### config.mk
export PLATFORM = sky130hd
export DESIGN_NAME = btf_unit
export DESIGN_NICKNAME = d
export VERILOG_FILES = /design/src/btf_pkg.sv /design/src/btf_unit.sv /design/src/btf_fmt_decode.sv /design/src/btf_elem_conv.sv
export SDC_FILE = /design/constraint.sdc
export NUM_CORES = 2
export LEC_CHECK = 0
export CORE_ASPECT_RATIO = 0.8
export CORE_MARGIN = 1.5
export CORE_UTILIZATION = 61
export CTS_BUF_LIST = sky130_fd_sc_hd__clkbuf_4
export DETAILED_ROUTE_END_ITERATION = 12
export DONT_BUFFER_PORTS = 1
export GPL_TIMING_DRIVEN = 0
export PLACE_DENSITY = 0.8
export SYNTH_ARGS = -nofsm -noshare
export SYNTH_HDL_FRONTEND = slang
export SYNTH_SLANG_ARGS = --single-unit
### constraint.sdc
create_clock -name clk_i -period 9.7 [get_ports clk_i]
set_clock_uncertainty 0.15 [all_clocks]
set_input_delay 0.485 -clock clk_i [delete_from_list [all_inputs] [get_ports clk_i]]
set_output_delay 0.485 -clock clk_i [all_outputs]
set_load 0.02 [all_outputs]
### src/btf_pkg.sv
package btf_pkg;

    // Implementation limits for attach and texel count
    localparam logic [31:0] OFFSET_ALIGN = 32'h0000_0010;
    localparam logic [31:0] MAX_TEXELS   = 32'h0001_0000;

    // Constant words used to fill missing components
    localparam logic [31:0] ONE_FLOAT = 32'h3F80_0000;
    localparam logic [31:0] ONE_INT   = 32'h0000_0001;
    localparam logic [31:0] ZERO_WORD = 32'h0000_0000;

    // First format code of the two-, three- and four-component groups, then the total format count
    localparam logic [5:0] GRP2_BASE = 6'h0A;
    localparam logic [5:0] GRP3_BASE = 6'h14;
    localparam logic [5:0] GRP4_BASE = 6'h17;
    localparam logic [5:0] FMT_COUNT = 6'h21;

    // Float conversion constants
    localparam logic [7:0] HALF_EXP_ADJ = 8'h70;
    localparam logic [7:0] UNORM_EXP    = 8'h7E;
    localparam logic [7:0] EXP_ALL      = 8'hFF;

    typedef enum logic [5:0] {
        FMT_R8, FMT_R16, FMT_R16F, FMT_R32F, FMT_R8I,
        FMT_R16I, FMT_R32I, FMT_R8UI, FMT_R16UI, FMT_R32UI,
        FMT_RG8, FMT_RG16, FMT_RG16F, FMT_RG32F, FMT_RG8I,
        FMT_RG16I, FMT_RG32I, FMT_RG8UI, FMT_RG16UI, FMT_RG32UI,
        THREE_FLOAT_FORMAT, THREE_SIGNED_INT_FORMAT, THREE_UNSIGNED_INT_FORMAT,
        FMT_RGBA8, FMT_RGBA16, FMT_RGBA16F, FMT_RGBA32F, FMT_RGBA8I,
        FMT_RGBA16I, FMT_RGBA32I, FMT_RGBA8UI, FMT_RGBA16UI, FMT_RGBA32UI
    } btf_fmt_e;

    typedef enum logic [2:0] {EK_UNORM, EK_HALF, EK_FLOAT, EK_SINT, EK_UINT} btf_kind_e;
    typedef enum logic [1:0] {RC_FLOAT, RC_SINT, RC_UINT} btf_class_e;
    typedef enum logic [1:0] {ERR_NONE, ERR_BAD_ENUM, ERR_BAD_OPERATION, ERR_BAD_VALUE} btf_err_e;
    typedef enum logic [1:0] {F_IDLE, F_READ, F_DONE} btf_fst_e;

    typedef struct packed {
        logic       valid;
        logic [2:0] comps;
        logic [2:0] ebytes;
        logic [4:0] tbytes;
        btf_kind_e  kind;
        btf_class_e rclass;
    } btf_info_s;

    typedef struct packed {
        logic        whole;
        logic [5:0]  fmt;
        logic [31:0] name;
        logic [31:0] offset;
        logic [31:0] size;
        logic        exists;
        logic [31:0] buf_bytes;
    } btf_att_cmd_s;

    typedef struct packed {
        logic        attached;
        logic [31:0] name;
        logic [31:0] offset;
        logic [31:0] size;
        logic [31:0] count;
        logic [5:0]  fmt;
        btf_info_s   info;
    } btf_bind_s;

    typedef struct packed {
        logic [3:0][31:0] c;
    } btf_rgba_s;

    typedef struct packed {
        logic        req;
        logic [31:0] addr;
        logic [2:0]  ebytes;
    } btf_rd_s;

endpackage

### src/btf_unit.sv
// How it works
// - Texels come live from the attached store
// - One data store, no detail levels
// - Name zero detaches, zeroes offset and size
// - Unknown format gives bad enum error
// - Unknown nonzero name gives bad operation error
// - Bad offset, size or range: bad value
// - Misaligned offset gives bad value error
// - Whole attach: offset zero, full length
// - Texel count is size over texel bytes
// - Texel count clamped to maximum limit
// - Element m of texel n at n*comps+m
// - Elements decoded by format base type
// - Only unsigned normalized formats get normalized
// - Normalized values use fixed point conversion
// - Missing green, blue read 0; alpha 1
// - Three components only in 32-bit formats
// - Result type follows the format class
// - Store binding point never alters attachment
module btf_unit (
    // Clock and reset
    input  logic                  clk_i,
    input  logic                  rst_i,
    // Attach commands
    input  logic                  att_valid_i,
    input  btf_pkg::btf_att_cmd_s att_cmd_i,
    output logic                  att_done_o,
    output btf_pkg::btf_err_e     att_err_o,
    output btf_pkg::btf_bind_s    bind_state_o,
    // Store binding point
    input  logic                  bind_store_valid_i,
    input  logic [31:0]           bind_store_name_i,
    // Texel fetches
    input  logic                  fetch_valid_i,
    input  logic [31:0]           fetch_coord_i,
    output logic                  fetch_ready_o,
    output logic                  result_valid_o,
    output btf_pkg::btf_rgba_s    result_o,
    output btf_pkg::btf_class_e   result_class_o,
    // Store reads
    output btf_pkg::btf_rd_s      rd_o,
    input  logic                  rd_ack_i,
    input  logic [31:0]           rd_data_i
);

    typedef struct packed {
        btf_pkg::btf_bind_s bnd;
        logic               done;
        btf_pkg::btf_err_e  err;
        btf_pkg::btf_fst_e  fsm;
        logic               ready;
        logic               rv;
        btf_pkg::btf_info_s fi;
        logic [1:0]         m;
        btf_pkg::btf_rgba_s res;
        btf_pkg::btf_rd_s   rd;
    } btf_state_s;

    btf_state_s         s_r;
    btf_state_s         s_nxt;
    btf_pkg::btf_info_s a_info;
    btf_pkg::btf_err_e  a_err;
    logic [31:0]        eff_off;
    logic [31:0]        eff_size;
    logic [31:0]        t_raw;
    logic [31:0]        a_cnt;
    logic [31:0]        conv_val;
    logic [31:0]        one_word;
    logic               named;
    logic               misalign;
    logic               bad_val;
    logic               in_range;

    btf_fmt_decode u_decode (
        .fmt_i  (att_cmd_i.fmt),
        .info_o (a_info)
    );

    btf_elem_conv u_conv (
        .raw_i    (rd_data_i),
        .ebytes_i (s_r.fi.ebytes),
        .kind_i   (s_r.fi.kind),
        .val_o    (conv_val)
    );

    // Attach checks
    always_comb begin
        named    = |att_cmd_i.name;
        eff_off  = att_cmd_i.whole ? btf_pkg::ZERO_WORD : att_cmd_i.offset;
        eff_size = att_cmd_i.whole ? att_cmd_i.buf_bytes : att_cmd_i.size;
        misalign = |(eff_off & (btf_pkg::OFFSET_ALIGN - 32'h0000_0001));
        bad_val  = eff_off[31] | eff_size[31] | (eff_size == btf_pkg::ZERO_WORD)
                 | (({1'b0, eff_off} + {1'b0, eff_size}) > {1'b0, att_cmd_i.buf_bytes})
                 | misalign;
        if (!a_info.valid) begin
            a_err = btf_pkg::ERR_BAD_ENUM;
        end else if (named && !att_cmd_i.exists) begin
            a_err = btf_pkg::ERR_BAD_OPERATION;
        end else if (named && bad_val) begin
            a_err = btf_pkg::ERR_BAD_VALUE;
        end else begin
            a_err = btf_pkg::ERR_NONE;
        end
        // Texel bytes is one of 1, 2, 4, 8, 12, 16
        case (a_info.tbytes)
            5'h01:   t_raw = eff_size;
            5'h02:   t_raw = eff_size >> 1;
            5'h04:   t_raw = eff_size >> 2;
            5'h08:   t_raw = eff_size >> 3;
            5'h0C:   t_raw = (eff_size >> 2) / 32'h0000_0003;
            5'h10:   t_raw = eff_size >> 4;
            default: t_raw = btf_pkg::ZERO_WORD;
        endcase
        a_cnt = (t_raw > btf_pkg::MAX_TEXELS) ? btf_pkg::MAX_TEXELS : t_raw;
    end

    // The binding point input is deliberately not used by any state.
    always_comb begin
        in_range = s_r.bnd.attached && !fetch_coord_i[31] && (fetch_coord_i < s_r.bnd.count);
        one_word = (s_r.bnd.info.rclass == btf_pkg::RC_FLOAT) ? btf_pkg::ONE_FLOAT : btf_pkg::ONE_INT;
        s_nxt      = s_r;
        s_nxt.done = 1'b0;
        s_nxt.rv   = 1'b0;
        if (att_valid_i) begin
            s_nxt.done = 1'b1;
            s_nxt.err  = a_err;
            // Any error leaves the attachment as it was
            if (a_err == btf_pkg::ERR_NONE) begin
                s_nxt.bnd.fmt  = att_cmd_i.fmt;
                s_nxt.bnd.info = a_info;
                if (named) begin
                    s_nxt.bnd.attached = 1'b1;
                    s_nxt.bnd.name     = att_cmd_i.name;
                    s_nxt.bnd.offset   = eff_off;
                    s_nxt.bnd.size     = eff_size;
                    s_nxt.bnd.count    = a_cnt;
                end else begin
                    s_nxt.bnd.attached = 1'b0;
                    s_nxt.bnd.name     = btf_pkg::ZERO_WORD;
                    s_nxt.bnd.offset   = btf_pkg::ZERO_WORD;
                    s_nxt.bnd.size     = btf_pkg::ZERO_WORD;
                    s_nxt.bnd.count    = btf_pkg::ZERO_WORD;
                end
            end
        end
        case (s_r.fsm)
            btf_pkg::F_IDLE: begin
                if (fetch_valid_i && s_r.ready) begin
                    // Fetch keeps its own format snapshot; a later attach does not disturb it
                    s_nxt.fi    = s_r.bnd.info;
                    s_nxt.m     = 2'h0;
                    s_nxt.res.c = {one_word, btf_pkg::ZERO_WORD, btf_pkg::ZERO_WORD, btf_pkg::ZERO_WORD};
                    if (in_range) begin
                        s_nxt.rd.req    = 1'b1;
                        s_nxt.rd.addr   = 32'(s_r.bnd.offset + fetch_coord_i * {27'h000_0000, s_r.bnd.info.tbytes});
                        s_nxt.rd.ebytes = s_r.bnd.info.ebytes;
                        s_nxt.fsm       = btf_pkg::F_READ;
                    end else begin
                        // Undefined result: return the fill vector without touching the store
                        s_nxt.fsm = btf_pkg::F_DONE;
                        s_nxt.rv  = 1'b1;
                    end
                end
            end
            btf_pkg::F_READ: begin
                if (rd_ack_i) begin
                    s_nxt.res.c[s_r.m] = conv_val;
                    if ({1'b0, s_r.m} == 3'(s_r.fi.comps - 3'h1)) begin
                        s_nxt.rd.req = 1'b0;
                        s_nxt.fsm    = btf_pkg::F_DONE;
                        s_nxt.rv     = 1'b1;
                    end else begin
                        s_nxt.m       = 2'(s_r.m + 2'h1);
                        s_nxt.rd.addr = 32'(s_r.rd.addr + {29'h0000_0000, s_r.fi.ebytes});
                    end
                end
            end
            btf_pkg::F_DONE: s_nxt.fsm = btf_pkg::F_IDLE;
            default:         s_nxt.fsm = btf_pkg::F_IDLE;
        endcase
        s_nxt.ready = (s_nxt.fsm == btf_pkg::F_IDLE);
    end

    always_ff @(posedge clk_i or posedge rst_i) begin
        if (rst_i) begin
            s_r <= '0;
        end else begin
            s_r <= s_nxt;
        end
    end

    assign att_done_o     = s_r.done;
    assign att_err_o      = s_r.err;
    assign bind_state_o   = s_r.bnd;
    assign fetch_ready_o  = s_r.ready;
    assign result_valid_o = s_r.rv;
    assign result_o       = s_r.res;
    assign result_class_o = s_r.fi.rclass;
    assign rd_o           = s_r.rd;

    property p_detach;
        @(posedge clk_i) disable iff (rst_i)
        att_valid_i && a_info.valid && !named |=>
            !bind_state_o.attached && bind_state_o.offset == 32'h0 && bind_state_o.size == 32'h0;
    endproperty
    a_detach: assert property (p_detach)
        else $error("detach did not clear offset and size");

    property p_bad_enum;
        @(posedge clk_i) disable iff (rst_i)
        att_valid_i && !a_info.valid |=> att_done_o && att_err_o == btf_pkg::ERR_BAD_ENUM;
    endproperty
    a_bad_enum: assert property (p_bad_enum)
        else $error("bad format not flagged");

    property p_bad_op;
        @(posedge clk_i) disable iff (rst_i)
        att_valid_i && a_info.valid && named && !att_cmd_i.exists |=> att_err_o == btf_pkg::ERR_BAD_OPERATION;
    endproperty
    a_bad_op: assert property (p_bad_op)
        else $error("missing store not flagged");

    property p_misalign;
        @(posedge clk_i) disable iff (rst_i)
        att_valid_i && a_info.valid && named && att_cmd_i.exists && !att_cmd_i.whole
            && (att_cmd_i.offset[3:0] != 4'h0) |=> att_err_o == btf_pkg::ERR_BAD_VALUE;
    endproperty
    a_misalign: assert property (p_misalign)
        else $error("misaligned offset accepted");

    property p_whole;
        @(posedge clk_i) disable iff (rst_i)
        att_valid_i && att_cmd_i.whole && named && a_err == btf_pkg::ERR_NONE |=>
            bind_state_o.offset == 32'h0 && bind_state_o.size == $past(att_cmd_i.buf_bytes);
    endproperty
    a_whole: assert property (p_whole)
        else $error("whole attach range wrong");

    property p_keep;
        @(posedge clk_i) disable iff (rst_i)
        att_valid_i && a_err != btf_pkg::ERR_NONE |=> $stable(bind_state_o);
    endproperty
    a_keep: assert property (p_keep)
        else $error("failed attach changed state");

    // Whole texels fit the size with less than one texel left over, unless clamped
    property p_count;
        @(posedge clk_i) disable iff (rst_i)
        att_valid_i && named && a_err == btf_pkg::ERR_NONE |=>
            bind_state_o.count <= btf_pkg::MAX_TEXELS
            && bind_state_o.count * {27'h000_0000, bind_state_o.info.tbytes} <= bind_state_o.size
            && (bind_state_o.count == btf_pkg::MAX_TEXELS
                || bind_state_o.size - bind_state_o.count * {27'h000_0000, bind_state_o.info.tbytes}
                   < {27'h000_0000, bind_state_o.info.tbytes});
    endproperty
    a_count: assert property (p_count)
        else $error("texel count wrong");

    property p_step;
        @(posedge clk_i) disable iff (rst_i)
        s_r.fsm == btf_pkg::F_READ && rd_ack_i && ({1'b0, s_r.m} != 3'(s_r.fi.comps - 3'h1)) |=>
            rd_o.req && rd_o.addr == 32'($past(rd_o.addr) + {29'h0, rd_o.ebytes});
    endproperty
    a_step: assert property (p_step)
        else $error("element address step wrong");

    property p_fill;
        @(posedge clk_i) disable iff (rst_i)
        result_valid_o && s_r.fi.comps != 3'h4 |->
            result_o.c[3] == (result_class_o == btf_pkg::RC_FLOAT ? btf_pkg::ONE_FLOAT : btf_pkg::ONE_INT);
    endproperty
    a_fill: assert property (p_fill)
        else $error("missing alpha not one");

    property p_bind;
        @(posedge clk_i) disable iff (rst_i)
        bind_store_valid_i && bind_store_name_i != 32'h0 && !att_valid_i |=> $stable(bind_state_o);
    endproperty
    a_bind: assert property (p_bind)
        else $error("binding point altered attachment");

    property p_oob;
        @(posedge clk_i) disable iff (rst_i)
        fetch_ready_o && fetch_valid_i && !in_range |=> result_valid_o && !rd_o.req ##1 fetch_ready_o;
    endproperty
    a_oob: assert property (p_oob)
        else $error("out of range fetch not finished");

    property p_hold;
        @(posedge clk_i) disable iff (rst_i)
        rd_o.req && !rd_ack_i |=> rd_o.req && $stable(rd_o.addr) && $stable(rd_o.ebytes);
    endproperty
    a_hold: assert property (p_hold)
        else $error("store request changed before answer");

    property p_three;
        @(posedge clk_i) disable iff (rst_i)
        att_valid_i && a_err == btf_pkg::ERR_NONE && a_info.comps == 3'h3 |=>
            bind_state_o.info.ebytes == 3'h4 && bind_state_o.info.kind != btf_pkg::EK_UNORM
            && bind_state_o.info.kind != btf_pkg::EK_HALF;
    endproperty
    a_three: assert property (p_three)
        else $error("three component format not 32-bit");

    property p_ready;
        @(posedge clk_i) disable iff (rst_i)
        result_valid_o |=> fetch_ready_o && !result_valid_o;
    endproperty
    a_ready: assert property (p_ready)
        else $error("fetch not ready after result");

endmodule

### src/btf_fmt_decode.sv
module btf_fmt_decode (
    // Format code
    input  logic [5:0]         fmt_i,
    // Decoded layout
    output btf_pkg::btf_info_s info_o
);

    logic [5:0] t;
    logic [2:0] c;
    logic [2:0] eb;
    btf_pkg::btf_kind_e k;

    always_comb begin
        c = 3'h0;
        t = 6'h00;
        if (fmt_i < btf_pkg::GRP2_BASE) begin
            c = 3'h1;
            t = fmt_i;
        end else if (fmt_i < btf_pkg::GRP3_BASE) begin
            c = 3'h2;
            t = 6'(fmt_i - btf_pkg::GRP2_BASE);
        end else if (fmt_i < btf_pkg::GRP4_BASE) begin
            // Three components only in the 32-bit variants
            c = 3'h3;
            t = 6'(6'h03 * (fmt_i - btf_pkg::GRP3_BASE) + 6'h03);
        end else if (fmt_i < btf_pkg::FMT_COUNT) begin
            c = 3'h4;
            t = 6'(fmt_i - btf_pkg::GRP4_BASE);
        end
        case (t)
            6'h00:   begin eb = 3'h1; k = btf_pkg::EK_UNORM; end
            6'h01:   begin eb = 3'h2; k = btf_pkg::EK_UNORM; end
            6'h02:   begin eb = 3'h2; k = btf_pkg::EK_HALF;  end
            6'h03:   begin eb = 3'h4; k = btf_pkg::EK_FLOAT; end
            6'h04:   begin eb = 3'h1; k = btf_pkg::EK_SINT;  end
            6'h05:   begin eb = 3'h2; k = btf_pkg::EK_SINT;  end
            6'h06:   begin eb = 3'h4; k = btf_pkg::EK_SINT;  end
            6'h07:   begin eb = 3'h1; k = btf_pkg::EK_UINT;  end
            6'h08:   begin eb = 3'h2; k = btf_pkg::EK_UINT;  end
            default: begin eb = 3'h4; k = btf_pkg::EK_UINT;  end
        endcase
        info_o.valid  = (c != 3'h0);
        info_o.comps  = c;
        info_o.ebytes = eb;
        info_o.tbytes = 5'({2'h0, c} * {2'h0, eb});
        info_o.kind   = k;
        case (k)
            btf_pkg::EK_SINT: info_o.rclass = btf_pkg::RC_SINT;
            btf_pkg::EK_UINT: info_o.rclass = btf_pkg::RC_UINT;
            default:          info_o.rclass = btf_pkg::RC_FLOAT;
        endcase
    end

endmodule

### src/btf_elem_conv.sv
module btf_elem_conv (
    // Raw element, right aligned
    input  logic [31:0]        raw_i,
    input  logic [2:0]         ebytes_i,
    input  btf_pkg::btf_kind_e kind_i,
    // Converted component
    output logic [31:0]        val_o
);

    logic [15:0] vl;
    logic [47:0] rep;
    logic [47:0] sh;
    logic [4:0]  lz;
    logic        narrow;

    always_comb begin
        narrow = (ebytes_i == 3'h1);
        vl     = narrow ? {raw_i[7:0], 8'h00} : raw_i[15:0];
        // v/(2^b-1) in binary is the pattern v repeated
        rep    = narrow ? {6{raw_i[7:0]}} : {3{raw_i[15:0]}};
        lz     = 5'h00;
        for (int i = 0; i < 16; i++) begin
            if (vl[i]) begin
                lz = 5'(15 - i);
            end
        end
        sh = rep << lz;
        case (kind_i)
            btf_pkg::EK_UNORM: begin
                if (vl == 16'h0000) begin
                    val_o = btf_pkg::ZERO_WORD;
                end else if (narrow ? (raw_i[7:0] == 8'hFF) : (raw_i[15:0] == 16'hFFFF)) begin
                    val_o = btf_pkg::ONE_FLOAT;
                end else begin
                    val_o = {1'b0, 8'(btf_pkg::UNORM_EXP - {3'h0, lz}), sh[46:24]};
                end
            end
            btf_pkg::EK_HALF: begin
                // Subnormal halves flush to signed zero
                if (raw_i[14:10] == 5'h00) begin
                    val_o = {raw_i[15], 31'h0000_0000};
                end else if (raw_i[14:10] == 5'h1F) begin
                    val_o = {raw_i[15], btf_pkg::EXP_ALL, raw_i[9:0], 13'h0000};
                end else begin
                    val_o = {raw_i[15], 8'({3'h0, raw_i[14:10]} + btf_pkg::HALF_EXP_ADJ), raw_i[9:0], 13'h0000};
                end
            end
            btf_pkg::EK_SINT: begin
                if (narrow) begin
                    val_o = {{24{raw_i[7]}}, raw_i[7:0]};
                end else if (ebytes_i == 3'h2) begin
                    val_o = {{16{raw_i[15]}}, raw_i[15:0]};
                end else begin
                    val_o = raw_i;
                end
            end
            btf_pkg::EK_UINT: begin
                if (narrow) begin
                    val_o = {24'h00_0000, raw_i[7:0]};
                end else if (ebytes_i == 3'h2) begin
                    val_o = {16'h0000, raw_i[15:0]};
                end else begin
                    val_o = raw_i;
                end
            end
            default: val_o = raw_i;
        endcase
    end

endmodule

==> qor.log <==
[setup_path] data required time at the worst endpoint 10250 ps
[floorplan] starting utilization of the core area 61.9%
[detailed_routing] final routed DRC violation total 0
[power] combinational power share 54.4%
[timing] Relative slew margins 20.7%
[min_path] classification of the worst-slack hold path in2async
[setup_path] delay of the slowest critical-path stage 470 ps
[setup_path] Setup Crit Path Kind in2reg
[detailed_routing] routed via count divided by cell count 6.39
[power] power per cell area 208 nW/um^2
[setup_path] Critical Path Sink Type flop
[grt] number of antenna violations at the first check in global routing 9
[grt] number of global-route vias before repair 27.8k
[setup_path] largest fanout on the critical path 28
[grt] overflow left after global routing 0
[finish] number of fillers in the final layout 4069
[floorplan] standard-cell row count 73
[grt] first-pass GRT wire length 164000 microns
[place] number of I/O port buffers 0
[synth] count of warnings emitted by yosys 0
[detailed_routing] WL per Instance 23.0 microns
[synth] Synth Cell Area 30800 sq um
[setup_path] logic depth of the worst register-to-register path 34
[floorplan] core footprint 49800 sq um
[floorplan] die extent in y 204 microns
[setup_path] type of origin of the critical path primary input
[clocking] Bufs on Longest Clock Path 3
[flow_run] reported max-cap violation count 0
[timing] RSZ-0062 raised after global routing false
[synth] main flop type after synthesis dfrtp_1
[finish] share of post-route cells with drive strength above 1 15.6%
[clocking] CTS tree yes
[timing] Setup Viol. Count Final 0
[floorplan] die outline area 51900 sq um
[place] pre-CTS WS -1810 ps
[synth] Synth Instances 3748
[clocking] number of clock buffers inserted by TritonCTS 86
[synth] average cell area after synthesis 8.22 sq um
[finish] area added between synthesis and finish 11.1%
[clocking] clock insertion delay at the later pin of the skew report 880 ps
[power] power share of the clock group 18.3%
[clocking] maximum level of the CTS H-tree 3
[clocking] CTS Root Cell clkbuf_4
[clocking] number of buffers inserted to repair setup after CTS 0
[power] Flop pwr share 27.4%
[floorplan] x dimension of the die 254 microns
[detailed_routing] final wirelength 108000 microns
[floorplan] ports placed on the boundary 561
[timing] peak clock frequency supported by timing 108 MHz
[synth] Post-synth ARST share 100%
[finish] finished layout cell area 34200 sq um
[grt] largest net degree at the start of global routing 43
[detailed_routing] detailed-router iteration count before antenna repair 7
[setup_path] arrival time worst endpoint 9780 ps
[synth] post-synthesis sequential area ratio 27.3%
[setup_path] CP dominant cell by count a21oi_1
[detailed_routing] Starting DRT DRC Count 3930
[finish] number of nets in the layout 4481
[synth] number of enable flip-flop cells after synthesis 0
[power] NetSw 3.44 mW
[timing] final critical delay including setup and external delays 9230 ps
[synth] #FFs+latches synth 336
[power] internal power contribution 3.67 mW
[power] switching share of power 48.4%
[detailed_routing] residual antenna-violating net count after detailed routing 0
[timing] slew of the pin with the lowest slew margin 1160 ps
[synth] post-synth net total 4265
[place] HPWL Detailed 83200 microns
[detailed_routing] routed via count 30.1k
[timing] part of the cycle the worst path needs 95.1%
[clocking] TritonCTS Sinks 336
[timing] crit path setup slack, layout 472 ps
[timing] Final Hold Viols 0
[grt] Overall Global Routing Usage 41.0%
[synth] post-synthesis cell type count 106
[outcome] outcome finished clean
[setup_path] Critical-path top delay cell mux2_2
[power] peak supply drop 0.148 mV
[timing] Pins Over Slew Limit 0
[clocking] clock input transition at the sequential cells of the worst setup and hold paths 70 ps
[power] leak pwr 16.4 nW
[place] placer's final routability congestion estimate 1.03
[place] total cell area at the placement stage 31800 sq um
## final cells by class
class / instances / area, sq um / area share [%]
Multi-Input combinational cell: 2642 / 18300 / 53.4
Sequential cell: 336 / 8410 / 24.5
Buffer: 525 / 3260 / 9.52
Timing Repair Buffer: 130 / 1390 / 4.06
Clock buffer: 127 / 953 / 2.78
Inverter: 243 / 916 / 2.67
Tap cell: 675 / 845 / 2.47
Clock inverter: 23 / 166 / 0.486
Antenna cell: 8 / 20.0 / 0.0585
## cells in the final DEF, fill, tap and decap left out, drive strengths merged, types with 22 or more instances in the layout
cell         count
a211oi          26
a21o            50
a21oi          214
a221oi          28
a22oi           22
a31oi           48
and2            73
buf            360
clkbuf         301
clkinv          23
dfrtp          336
dlygate4sd3    121
fa             117
ha             162
inv            241
mux2            51
mux2i           64
nand2          452
nand3          163
nand4           32
nor2           213
nor2b           43
nor3            62
nor4            30
o211ai          27
o21ai          351
o22ai           39
o31ai           43
xnor2           70
xor2            24
## flip-flops by register name, summed over array words and instances, names as in the netlist
register and cells:
att_done_o 1, s_r 13, fetch_ready_o 1, result_valid_o 1, rd_o 36, bind_state_o 152, result_class_o 2, att_err_o 2
result_o 128
## critical path: cells and delay by family
family                     cells  cell delay, ps
AOI/OAI and AO/OA             29            5170
buffers and inverters          4            1480
muxes                          2             830
adders and majority gates      2             590
xor gates and xnor gates       1             160
and+or+nand+nor                7            1030
## through the flow
| stage | power (mW) | instances | setup TNS (ps) | utilization, % | hold WS (ps) |
|---|---|---|---|---|---|
| 2_1_floorplan | 4.63 | 3748 | 0 | - | 286 |
| 3_3_place_gp | 5.53 | 4423 | -197450 | 63.6 | 301 |
| 3_5_place_dp | 5.60 | 4432 | -207690 | 64.0 | 169 |
| 4_1_cts | 6.96 | 4701 | 0 | 68.7 | 1.07 |
| 5_1_grt | 7.49 | 4707 | 0 | 68.8 | 33.6 |
| 6_report | 7.11 | 4709 | 0 | 68.8 | 27.0 |
## cells in the mapped netlist (all sizes together) (30+ instances only)
cell type / instances / share of area [%]
a21o: 50 / 1.2
a21oi: 214 / 3.5
a31oi: 48 / 0.99
and2: 73 / 1.5
buf: 350 / 8.4
clkbuf: 177 / 2.2
dfrtp: 336 / 27
fa: 117 / 7.6
ha: 162 / 6.6
inv: 238 / 2.9
mux2: 51 / 1.9
mux2i: 64 / 2.3
nand2: 452 / 5.5
nand3: 163 / 2.7
nand4: 32 / 0.67
nor2: 213 / 2.7
nor2b: 43 / 0.87
nor3: 62 / 1.0
nor4: 30 / 0.65
o21ai: 351 / 5.8
o22ai: 39 / 0.79
o31ai: 43 / 1.1
xnor2: 70 / 2.0
## routing by layer
metal | up-vias | wire [microns] | track usage (%)
met1 | 14200 | 43700 | 57.1
met2 | 2118 | 44200 | 58.1
met3 | 419 | 13600 | 11.2
li1 | 13300 | - | -
met4 | 4 | 6770 | 21.1
met5 | - | 30 | 0
## power groups by stage
| stage | clock network (mW) | registers [mW] | logic, mW |
|---|---|---|---|
| 6_report | 1.30 | 1.94 | 3.86 |
| 3_3_place_gp | 0 | 1.95 | 3.58 |
| 3_5_place_dp | 0 | 1.96 | 3.64 |
| 5_1_grt | 1.37 | 1.98 | 4.14 |
| 4_1_cts | 1.30 | 1.93 | 3.72 |
| 2_1_floorplan | 0 | 1.86 | 2.77 |
## final timing paths
| kind | startpoint | to | slack, ps |
|---|---|---|---|
| min in group clk_i | att_cmd_i[2] | bind_state_o[24] | 40 |
| max in group asynchronous | rst_i | bind_state_o[55] | 8290 |
| min reg2reg | bind_state_o[16] | bind_state_o[16] | 320 |
| max | att_cmd_i[135] | bind_state_o[145] | 470 |
| max reg2reg | bind_state_o[5] | rd_o[34] | 1410 |
| min | rst_i | bind_state_o[84] | 30 |
## kinds of logic after synthesis
| logic type | Yosys count | share of synthesized area, % |
|---|---|---|
| compound gates | 1009 | 20.9 |
| xor+xnor | 94 | 2.67 |
| fa+ha+maj | 279 | 14.2 |
| buf+inv | 770 | 13.5 |
| simple gates | 1145 | 17.3 |
| mux | 115 | 4.14 |
| flops | 336 | 27.3 |
## what timing repair did
item,4_1_cts,5_1_grt
hold endpoints to repair,356,0
endpoints found under the setup margin,137,137
hold buffers,121,0
gates resized for setup,4,22
No activity file was read; power rests on OpenSTA's default activity.
